`src/rtl/sim_pkg.sv`:
```
// Constants for the serial-IRQ slot to host interrupt routing table.
// Assumes the configuration portal upstream has already resolved index and logical device.
package sim_pkg;

  // Logical device that holds the routing table.
  localparam logic [7:0] SIM_LDN          = 8'h00;
  // Number of routing registers.
  localparam int         SIM_NUM_ROUTES   = 8;
  // Route value that leaves a slot unbound.
  localparam logic [7:0] SIM_ROUTE_NONE   = 8'hFF;
  // Read data for an index that is not part of the table.
  localparam logic [7:0] SIM_RDATA_NONE   = 8'h00;

  // Configuration index of each routing register, slot 6 first.
  localparam logic [7:0] SIM_IDX_SLOT6    = 8'hAF;
  localparam logic [7:0] SIM_IDX_SLOT7    = 8'hB0;
  localparam logic [7:0] SIM_IDX_SLOT8    = 8'hB1;
  localparam logic [7:0] SIM_IDX_SLOT10   = 8'hB2;
  localparam logic [7:0] SIM_IDX_SLOT11   = 8'hB3;
  localparam logic [7:0] SIM_IDX_SLOT12   = 8'hB4;
  localparam logic [7:0] SIM_IDX_SLOT13   = 8'hB5;
  localparam logic [7:0] SIM_IDX_SLOT15   = 8'hB6;

  // Platform reset defaults: the legacy interrupt of each slot.
  localparam logic [7:0] SIM_RST_SLOT6    = 8'h05;
  localparam logic [7:0] SIM_RST_SLOT7    = 8'h06;
  localparam logic [7:0] SIM_RST_SLOT8    = 8'h07;
  localparam logic [7:0] SIM_RST_SLOT10   = 8'h09;
  localparam logic [7:0] SIM_RST_SLOT11   = 8'h0A;
  localparam logic [7:0] SIM_RST_SLOT12   = 8'h0B;
  localparam logic [7:0] SIM_RST_SLOT13   = 8'h0C;
  localparam logic [7:0] SIM_RST_SLOT15   = 8'h0E;

  // Serial-IRQ slot number served by each register.
  localparam logic [4:0] SIM_SLOT6        = 5'h06;
  localparam logic [4:0] SIM_SLOT7        = 5'h07;
  localparam logic [4:0] SIM_SLOT8        = 5'h08;
  localparam logic [4:0] SIM_SLOT10       = 5'h0A;
  localparam logic [4:0] SIM_SLOT11       = 5'h0B;
  localparam logic [4:0] SIM_SLOT12       = 5'h0C;
  localparam logic [4:0] SIM_SLOT13       = 5'h0D;
  localparam logic [4:0] SIM_SLOT15       = 5'h0F;

  // Tables indexed by register number, built from the names above.
  localparam logic [7:0] SIM_IDX_TAB [SIM_NUM_ROUTES] = '{SIM_IDX_SLOT6, SIM_IDX_SLOT7, SIM_IDX_SLOT8,
    SIM_IDX_SLOT10, SIM_IDX_SLOT11, SIM_IDX_SLOT12, SIM_IDX_SLOT13, SIM_IDX_SLOT15};
  localparam logic [7:0] SIM_RST_TAB [SIM_NUM_ROUTES] = '{SIM_RST_SLOT6, SIM_RST_SLOT7, SIM_RST_SLOT8,
    SIM_RST_SLOT10, SIM_RST_SLOT11, SIM_RST_SLOT12, SIM_RST_SLOT13, SIM_RST_SLOT15};
  localparam logic [4:0] SIM_SLOT_TAB [SIM_NUM_ROUTES] = '{SIM_SLOT6, SIM_SLOT7, SIM_SLOT8,
    SIM_SLOT10, SIM_SLOT11, SIM_SLOT12, SIM_SLOT13, SIM_SLOT15};

  // Forwarding state machine, one-hot.
  typedef enum logic [1:0] {
    SIM_ST_IDLE = 2'b01,
    SIM_ST_SEND = 2'b10
  } sim_state_type;

endpackage : sim_pkg

```
`src/rtl/sim_route_reg.sv`:
```
// One eight-bit routing register with a fixed platform reset value.
// Assumes a single write strobe per cycle from the index decode of the parent.
`timescale 1ns/1ps
module sim_route_reg #(
  parameter logic [7:0] RESET_VALUE = 8'h00
) (
  // Clock and platform reset.
  input  wire logic       core_clk,
  input  wire logic       rst_n,
  // Write port.
  input  wire logic       wr_en,
  input  wire logic [7:0] wr_data,
  // Stored value.
  output logic      [7:0] route_q
);

  // Holds the last written value; platform reset restores the legacy default.
  always_ff @(posedge core_clk or negedge rst_n)
  begin
    if (!rst_n)
      route_q <= RESET_VALUE;
    else if (wr_en)
      route_q <= wr_data;
  end

endmodule : sim_route_reg

```
`src/rtl/sim_slot_irq_map.sv`:
```
// Serial-IRQ slot routing table and virtual-wire interrupt forwarder.
// Assumes the index/data portal upstream presents resolved config accesses, and that
// the serial-IRQ engine delivers one decoded slot event at a time.
//
// Summary of operation
// - Index AFh of device 00h routes slot 6, resets to 05h.
// - Index B0h of device 00h routes slot 7, resets to 06h.
// - Index B1h of device 00h routes slot 8, resets to 07h.
// - Index B2h of device 00h routes slot 10, resets to 09h.
// - Index B3h of device 00h routes slot 11, resets to 0Ah.
// - Index B4h of device 00h routes slot 12, resets to 0Bh.
// - Index B5h of device 00h routes slot 13, resets to 0Ch.
// - Index B6h of device 00h routes slot 15, resets to 0Eh.
// - A route value of FFh unbinds the slot; its activity goes nowhere.
// - Any other route value is the host interrupt number the slot is forwarded as.
`timescale 1ns/1ps
module sim_slot_irq_map
  import sim_pkg::*;
(
  // Clock and platform reset.
  input  wire logic       core_clk,
  input  wire logic       rst_n,
  // Configuration access, already decoded from the index/data portal.
  input  wire logic [7:0] cfg_ldn,
  input  wire logic [7:0] cfg_index,
  input  wire logic       cfg_wr,
  input  wire logic       cfg_rd,
  input  wire logic [7:0] cfg_wdata,
  output logic      [7:0] cfg_rdata,
  output logic            cfg_rvalid,
  // Decoded serial-IRQ slot events.
  input  wire logic       sirq_evt,
  input  wire logic [4:0] sirq_slot,
  input  wire logic       sirq_level,
  output logic            sirq_ready,
  // Virtual-wire interrupt report toward the host.
  output logic            vw_valid,
  input  wire logic       vw_ready,
  output logic      [7:0] vw_irq,
  output logic            vw_level
);

  logic [7:0]          route_q   [SIM_NUM_ROUTES];
  logic [SIM_NUM_ROUTES-1:0] idx_hit;
  logic [SIM_NUM_ROUTES-1:0] slot_hit;
  logic [SIM_NUM_ROUTES-1:0] wr_en;
  logic [SIM_NUM_ROUTES-1:0] lvl_r;
  logic [SIM_NUM_ROUTES-1:0] lvl_nxt;
  logic                ldn_sel;
  logic                any_idx;
  logic                any_slot;
  logic [7:0]          rd_sel;
  logic [7:0]          slot_route;
  logic                slot_lvl;
  logic                evt_take;
  logic                evt_fwd;
  sim_state_type       state_r;
  sim_state_type       state_nxt;
  logic [7:0]          rdata_r;
  logic                rvalid_r;
  logic [7:0]          irq_r;
  logic                level_r;

  // Address decode: only device 00h selects the table, so other devices cannot alias it.
  assign ldn_sel = (cfg_ldn == SIM_LDN);

  // One register per slot; the reset value tables keep the legacy assignments.
  genvar g;
  generate
    for (g = 0; g < SIM_NUM_ROUTES; g++)
    begin : g_route
      assign idx_hit[g]  = ldn_sel && (cfg_index == SIM_IDX_TAB[g]);
      assign slot_hit[g] = (sirq_slot == SIM_SLOT_TAB[g]);
      assign wr_en[g]    = cfg_wr && idx_hit[g];
      sim_route_reg #(
        .RESET_VALUE (SIM_RST_TAB[g])
      ) u_reg (
        .core_clk    (core_clk),
        .rst_n       (rst_n),
        .wr_en       (wr_en[g]),
        .wr_data     (cfg_wdata),
        .route_q     (route_q[g])
      );
    end
  endgenerate

  // Select the addressed register and the route of the arriving slot.
  always_comb
  begin
    rd_sel     = SIM_RDATA_NONE;
    slot_route = SIM_ROUTE_NONE;
    slot_lvl   = 1'b0;
    for (int i = 0; i < SIM_NUM_ROUTES; i++)
    begin
      if (idx_hit[i])
        rd_sel = route_q[i];
      if (slot_hit[i])
      begin
        slot_route = route_q[i];
        slot_lvl   = lvl_r[i];
      end
    end
  end

  assign any_idx  = |idx_hit;
  assign any_slot = |slot_hit;

  // An event is taken only while idle; a level change in a bound slot is forwarded.
  assign sirq_ready = (state_r == SIM_ST_IDLE);
  assign evt_take   = sirq_evt && sirq_ready;
  assign evt_fwd    = evt_take && any_slot && (slot_route != SIM_ROUTE_NONE)
                      && (sirq_level != slot_lvl);
  // Levels track even for unbound slots, so a later binding reports only real changes.
  assign lvl_nxt    = evt_take ? ((lvl_r & ~slot_hit) | (slot_hit & {SIM_NUM_ROUTES{sirq_level}})) : lvl_r;

  // Forwarder stays in SEND until the host side accepts the report.
  always_comb
  begin
    state_nxt = state_r;
    case (state_r)
      SIM_ST_IDLE: if (evt_fwd) state_nxt = SIM_ST_SEND;
      SIM_ST_SEND: if (vw_ready) state_nxt = SIM_ST_IDLE;
      default:     state_nxt = SIM_ST_IDLE;
    endcase
  end

  // State and per-slot level memory.
  always_ff @(posedge core_clk or negedge rst_n)
  begin
    if (!rst_n)
    begin
      state_r <= SIM_ST_IDLE;
      lvl_r   <= '0;
    end
    else
    begin
      state_r <= state_nxt;
      lvl_r   <= lvl_nxt;
    end
  end

  // Report payload; the route value itself is the host interrupt number.
  always_ff @(posedge core_clk or negedge rst_n)
  begin
    if (!rst_n)
    begin
      irq_r   <= SIM_ROUTE_NONE;
      level_r <= 1'b0;
    end
    else if (evt_fwd)
    begin
      irq_r   <= slot_route;
      level_r <= sirq_level;
    end
  end

  // Read data comes one cycle after the strobe; unknown indexes read as zero.
  always_ff @(posedge core_clk or negedge rst_n)
  begin
    if (!rst_n)
    begin
      rdata_r  <= SIM_RDATA_NONE;
      rvalid_r <= 1'b0;
    end
    else
    begin
      rvalid_r <= cfg_rd;
      if (cfg_rd)
        rdata_r <= rd_sel;
    end
  end

  assign cfg_rdata  = rdata_r;
  assign cfg_rvalid = rvalid_r;
  assign vw_valid   = (state_r == SIM_ST_SEND);
  assign vw_irq     = irq_r;
  assign vw_level   = level_r;

  generate
    for (g = 0; g < SIM_NUM_ROUTES; g++)
    begin : g_chk

    end
  endgenerate
endmodule : sim_slot_irq_map

```
`config.mk`:
```
export PLATFORM = sky130hd
export DESIGN_NAME = sim_slot_irq_map
export DESIGN_NICKNAME = d
export VERILOG_FILES = /design/src/rtl/sim_pkg.sv /design/src/rtl/sim_route_reg.sv /design/src/rtl/sim_slot_irq_map.sv
export SDC_FILE = /design/constraint.sdc
export NUM_CORES = 1
export LEC_CHECK = 0
export ABC_AREA = 1
export ABC_CLOCK_PERIOD_IN_PS = 1900
export BUFFER_PORTS_ARGS = -buffer_cell sky130_fd_sc_hd__buf_2
export CAP_MARGIN = 40
export CORE_ASPECT_RATIO = 1.1
export CORE_UTILIZATION = 23
export CTS_CLUSTER_SIZE = 20
export DETAILED_ROUTE_END_ITERATION = 16
export PLACE_DENSITY_LB_ADDON = 0.1
export SYNTH_ARGS = -nofsm -noshare
export SYNTH_HDL_FRONTEND = slang
export SYNTH_SLANG_ARGS = --single-unit
export TNS_END_PERCENT = 30
```
`constraint.sdc`:
```
create_clock -name core_clk -period 1.9 [get_ports core_clk]
set_clock_uncertainty 0.1 [all_clocks]
set_input_delay 0.19 -clock core_clk [delete_from_list [all_inputs] [get_ports core_clk]]
set_output_delay 0.19 -clock core_clk [all_outputs]
set_load 0.03 [all_outputs]
```
==> results of run 1 <==
[worst max-delay path, stage by stage, from the launching register on]
cell and delay (ns):
dfstp_2 0.54, inv_2 0.03, nand4_1 0.09, nand3_2 0.12
nor2_2 0.10, nand4_1 0.10, nor2_2 0.16, inv_1 0.06
nor2_1 0.14, nand2_2 0.12, nand2_4 0.14, nand3b_4 0.09
[timing repair]
action / 4_1_cts / 5_1_grt
gates resized for setup: 11 / 9
hold buffers: 2 / 0
pin swaps: 8 / 18
endpoints found under the hold margin: 23 / 0
setup buffers: 3 / 3
setup endpoints to repair: 11 / 11
gates cloned: 1 / 0
[power by group through the flow]
stage	clock network, W	logic, W	registers (W)
floorplan	0	0.000302	0.00241
global placement	0	0.000801	0.00224
detailed placement	0	0.000807	0.00224
CTS	0.00211	0.000835	0.00221
global route	0.00220	0.000917	0.00223
finish	0.00204	0.000834	0.00221
[kinds of logic after synthesis]
kind of cell | after synthesis
simple gates | 392
flops | 92
compound gates | 89
buf+inv | 96
[cell usage in the layout, fill, tap and decap left out, types with 2 or more instances in the layout]
cell / instances
dlygate4sd3_1: 2
buf_2: 54
nor2_2: 11
a31oi_1: 8
clkbuf_16: 9
inv_6: 2
nor4_1: 12
nand3b_1: 3
nand4_1: 34
nand2_1: 210
nand2_2: 5
inv_2: 6
buf_12: 6
a21oi_1: 13
dfstp_2: 28
nor2_4: 4
dfrtp_1: 64
nand2_4: 3
inv_1: 70
bufinv_16: 2
o21ai_0: 64
nand3_2: 8
nor3_1: 5
nor2_1: 48
buf_4: 64
nand3_1: 42
[metal layers]
metal | share of wire [%] | vias up | GRT usage [%]
met2 | 49 | 112 | 27.33
met5 | 0 | - | 0
met4 | 2.4 | 0 | 5.684
met3 | 3.4 | 20 | 2.448
li1 | - | 2431 | -
met1 | 45 | 2299 | 19.33
[sequential cells by signal, indices dropped and copies added (netlist names), named ones only]
| signal | cells |
|---|---|
| g_route.u_reg.route_q | 64 |
| cfg_rdata | 8 |
| vw_irq | 8 |
| state_r | 2 |
| cfg_rvalid | 1 |
| vw_level | 1 |
[synthesized netlist by cell type, types with 5 or more instances]
cell type | number | share of area [%]
nor4_1 | 12 | 1.5
a31oi_1 | 8 | 1.0
o21ai_0 | 64 | 6.4
nor2_1 | 57 | 4.3
inv_1 | 71 | 5.4
inv_2 | 5 | 0.38
buf_2 | 8 | 0.80
dfrtp_1 | 64 | 32
nand3_1 | 48 | 4.8
a21oi_1 | 13 | 1.3
nand4_1 | 34 | 4.3
nor3_1 | 5 | 0.50
clkbuf_1 | 10 | 0.75
dfstp_2 | 28 | 15
nand2_1 | 213 | 16
[stage by stage]
step / power, W / cell area [sq um]
floorplan: 0.002708 / 4981
global placement: 0.003045 / 6100
detailed placement: 0.003050 / 6100
CTS: 0.005158 / 6518
global route: 0.005349 / 6560
finish: 0.005089 / 6560
[area by class of cell]
| cell class | count | area [sq um] | share of cell area (%) |
|---|---|---|---|
| well taps | 290 | 362.8 | 5.531 |
| clock buffers | 10 | 239.0 | 3.643 |
| inverters | 77 | 289.0 | 4.406 |
| clock inverters | 6 | 93.84 | 1.430 |
| flip-flops and latches | 92 | 2337 | 35.63 |
| repair buffers | 126 | 890.9 | 13.58 |
| multi-input cells | 482 | 2347 | 35.78 |
[worst paths after layout]
kind / endpoint / slack [ns] / cells after the start
min in group asynchronous: asynchronous set/reset pin / 0.28 / 2
worst min register to register: vw_irq[1] / 0.36 / 2
worst max register to register: state_r[1] / -0.005 / 11
worst max-delay path: state_r[1] / -0.005 / 11
worst min-delay path: vw_level / 0.04 / 3
max in group asynchronous: g_route[2].u_reg.route_q[0] / 0.75 / 3
==> results.md, run 1 <==
* Final hold vios at 0
* Cell area after technology mapping at 4979 sq um
* Peak Freq at 524.9 MHz
* RSZ-0062 raised after global routing: yes
* DR vias at 4862
* GP Congestion at 0.7862
* Period utilization at 100.3%
* Worst Hold Class: primary input to flip-flop
* DR DRC count at 0
* Data arrival time of the worst path at 2.04 ns
* Syn_nets at just over 700
* Post-DP HPWL at between 10000 and 15000 um
* Largest fanout on the critical path at 5
* FFs w/ async S/R, synth at between 90% and 100%
* CORE AREA at between 20000 and 25000 sq um
* Clock Latency Late Sink at ~0.35 ns
* CP Class: flip-flop to flip-flop
* Sw Ratio at roughly 29%
* Synth warn at 0
* Peak VDD IR at 444.2 uV
* H-tree levels at 3
* P&R area growth vs syn at 31.77%
* Slew headroom at roughly three fifths
* Die Width at 142.3 um
* Flop pwr share at between 40% and 50%
* Clock root buffer: clkbuf_16
* Post-layout util at a little under a third
* Internal cell power at 0.003635 W
* LEAKAGE at about 3 nW
* Initial drt markers at 279
* Synth unique cells at 35
* Port-buffer cells at 55
* Pre-CTS setup slack at -0.3092 ns
* Post-Syn Instances at 669
* Initial Util at 23.37%
* Hold Crit Start: sirq_level
* Endpoints failing setup at 1
* Element type at the critical path start: flip-flop
* Critical Path RT at ~2.0 ns
* Initial antenna violation count at 0
* Fin. max-slew vios at 0
* Vias per cell at 4.489
* Drt pass-1 iters at 5
* Row cnt at 56
* Status: finished, violations left
* Synth Area in Adders at 0%
* Failing checks: setup timing
* Sequential fraction of the synthesis area at a little under half
* CP endpoint kind: flip-flop
* Post-placement cell count at 1060
* Layout cells sized above 1 at roughly a quarter
* EDFF count, synth at 0
* CTS max path bufs at 2
* Switching power at between 0.001 and 0.0015 W
* TritonCTS Buffers at 9
* Die ar. at ~22000 sq um
* XOR/XNOR Fraction of Synth Area at 0%
* Setup TNS at -0.004987 ns
* GRT overflow at 0
* Top FF cell, synth: dfrtp_1
* Diode count at 0
* TritonCTS clock tree: done
* FILL cells at ~2400
* # IOs at 56
* Crit path time final at between 1.5 and 2 ns
* Clock network fraction of total power at 40.1%
* Tot GR Track Use at between 15 and 20%
* Post-synthesis mux area share at 0%
* Avg Cell Area, Syn at ~7.4 sq um
* Finished Layout Cells at 1083
* Simple-gate area share of the yosys netlist at ~36%
* Post-DRT Antenna Nets at 0
* Largest family of logic cells by synthesized area: simple AND/OR/NAND/NOR gates
* FF+latch count, synth at 92
* Per-cell routed wire length at 14.98 um
* Largest net degree at the start of global routing at 38
* NumNets Final at roughly 820
* First-pass GRT wire length at roughly 26000 um
* Vias in the first global route at 4829
* Synth Area in Compound Gates at 9.349%
* Combinational power share at 16.4%
* Final setup margin at -0.004987 ns
* Max cap viols at 0
* Least-Margin Pin Slew at approximately 0.59 ns
* Hold slack at 0.04337 ns
* FF-to-FF Start: g_route[2].u_reg.route_q[0]
* WL final at approximately 16000 um
* Crit path launch: g_route[2].u_reg.route_q[0]
* Clk sinks at between 90 and 100
* Die Y at 156.3 um
* Cell Pwr Density at just under 800 nW/um^2
* Clock edge transition at the registers on the reported setup and hold paths at about 0.07 ns
No activity file was read; power rests on OpenSTA's default activity.
==> run 2, diff against run 1 <==
- ABC_CLOCK_PERIOD_IN_PS: 1900 -> 2400
- clock period: 1.9 -> 2.4 ns (I/O delays scaled with it)
==> results.md, run 2 (synthesis gave the netlist of run 1 again) <==
* P&R area growth vs syn at 19.70%
* Critical Path RT at 2.55 ns (+0.52 ns)
* Final hold vios at 0 (unchanged)
* Die Width at 142.3 um (unchanged)
* Initial antenna violation count at 0 (unchanged)
* Largest fanout on the critical path at 8 (+3)
* Worst Hold Class: primary input to flip-flop
* Endpoints failing setup at 0 (-1)
* Vias per cell at 4.498 (+0.18%)
* CTS max path bufs at 2 (unchanged)
* Largest net degree at the start of global routing at 93 (+140%)
* TritonCTS clock tree: done
* Drt pass-1 iters at 5 (unchanged)
* Per-cell routed wire length at 15.24 um (+1.8%)
* Clock edge transition at the registers on the reported setup and hold paths at 0.07 ns (about the same)
* Setup TNS at 0 ns (+0.004987 ns)
* GRT overflow at 0 (unchanged)
* Row cnt at 56 (unchanged)
* Initial drt markers at 315 (+13%)
* Post-DP Area at 5637 sq um (-7.6%)
* Element type at the critical path start: flip-flop
* Die Y at 156.3 um (unchanged)
* TritonCTS Buffers at 9 (unchanged)
* Peak Freq at 479.1 MHz (-8.7%)
* Clk sinks at 92 (unchanged)
* Finished Layout Cells at 1025 (-5.4%)
* Hold Crit Start: sirq_level
* Post-DP HPWL at 11670 um (-3.4%)
* WL final at 15620 um (-3.7%)
* CP endpoint kind: flip-flop
* Clock Latency Late Sink at 0.36 ns (about the same)
* Multi-input logic area at 2267 sq um (-3.4%)
* Commonest non-fill, non-tap cell in the layout: nand2_1
* Initial Util at 23.37% (unchanged)
* Commonest non-fill, non-tap cells in the layout: nand2_1, inv_1, o21ai_0, dfrtp_1, nor2_1
* DR DRC count at 0 (unchanged)
* CP Class: flip-flop to flip-flop
* Post-placement cell count at 1007 (-5.0%)
* Data arrival time of the worst path at 2.24 ns (+0.20 ns)
* Die ar. at 22240 sq um (unchanged)
* CORE AREA at 21300 sq um (unchanged)
* Fin. max-slew vios at 0 (unchanged)
* FILL cells at 2416 (+2.7%)
* Largest Register: g_route.u_reg.route_q
* Diode count at 0 (unchanged)
* LEAKAGE at 2.613 nW (-12%)
* Crit path time final at 2.087 ns (+0.1821 ns)
* Peak VDD IR at 231.5 uV (-48%)
* Status: complete, no violations
* GP Congestion at 0.7957 (+1.2%)
* Layout cells sized above 1 at 18.37% (-8.4 points)
* Slew headroom at 55.28% (-5.2 points)
* # IOs at 56 (unchanged)
* Final instance area at 5959 sq um (-9.2%)
* Crit path launch: g_route[2].u_reg.route_q[0]
* Least-Margin Pin Slew at 0.6684 ns (+0.07596 ns)
* Max reg flops at 64 (unchanged)
* Tot GR Track Use at 15.13% (-0.52 points)
* Max cap viols at 0 (unchanged)
* Vias in the first global route at 4561 (-5.5%)
* Clock root buffer: clkbuf_16
* Port-buffer cells at 55 (unchanged)
* H-tree levels at 3 (unchanged)
* Period utilization at 86.96% (-13 points)
* DR vias at 4610 (-5.2%)
* Cell Pwr Density at 639.3 nW/um^2 (-18%)
* First-pass GRT wire length at 25400 um (-2.6%)
* Post-CTS Resized at 0 (-11)
* RSZ-0062 raised after global routing: no
* Reg area at 2337 sq um (unchanged)
* NumNets Final at 766 (-7.0%)
* FF-to-FF Start: g_route[2].u_reg.route_q[0]
* Post-DRT Antenna Nets at 0 (unchanged)
run 2: cell types whose count changed in the layout (fill, tap and decap cells not counted), sizes merged:
cell	previous run	this run
bufinv	2	1
nand2	218	217
clkinv	2	4
clkinvlp	1	2
buf	124	67
inv	78	76
run 2: worst paths after layout:
kind | cells after the start | end | slack (ns)
max reg2reg | 11 | vw_level | 0.31
min | 3 | vw_level | 0.09
max in group asynchronous | 3 | g_route[1].u_reg.route_q[2] | 1.40
max | 11 | vw_level | 0.31
min in group asynchronous | 3 | asynchronous set/reset pin | 0.35
min reg2reg | 2 | vw_irq[1] | 0.37
run 2: layer usage:
metal | GRT usage [%] | part of all wire (%)
met4 | 5.888 | 1.6
met5 | 0 | 0
met1 | 19.48 | 47
met2 | 25.65 | 49
met3 | 1.867 | 2.6
run 2: final cells by class:
class                      count  area share, %
sequential                    92          39.22
multi-input combinational    481          38.04
timing repair buffer          69          6.718
tap                          290          6.089
inverter                      77          4.850
clock buffer                  10          4.010
clock inverter                 6          1.071
run 2: per-stage QoR:
| step | hold slack [ns] | util (%) | power, W | worst slack (ns) |
|---|---|---|---|---|
| after floorplan | -0.1556 | - | 0.002143 | 0.3367 |
| after global placement | 0.2410 | 26.46 | 0.002351 | 0.08065 |
| after detailed placement | 0.2467 | 26.46 | 0.002362 | 0.07280 |
| after CTS | 0.08131 | 27.98 | 0.003875 | 0.2622 |
| after global routing | 0.1128 | 27.98 | 0.003980 | 0.06062 |
| final | 0.08871 | 27.98 | 0.003810 | 0.3129 |
run 2: repair_timing:
| action | in CTS | in global routing |
|---|---|---|
| hold endpoints to repair | 65 | 0 |
| hold buffers | 2 | 0 |
| buffers inserted | 0 | 0 |
run 2: critical path: stages (launching register included):
cell,delay (ns)
dfstp_2,0.57
inv_1,0.04
nand4_1,0.12
nand3_1,0.12
nor2_1,0.13
nand4_1,0.10
nor2_1,0.26
nand3_1,0.12
nor2_1,0.10
nand2_1,0.16
nand4_1,0.12
nand2_1,0.05
run 2: power by group:
group,switching [W],total [W],internal [W]
Clock,0.000654,0.00149,0.000835
Sequential,0.0000551,0.00175,0.00169
Combinational,0.000403,0.000572,0.000169
Total,0.00111,0.00381,0.00270
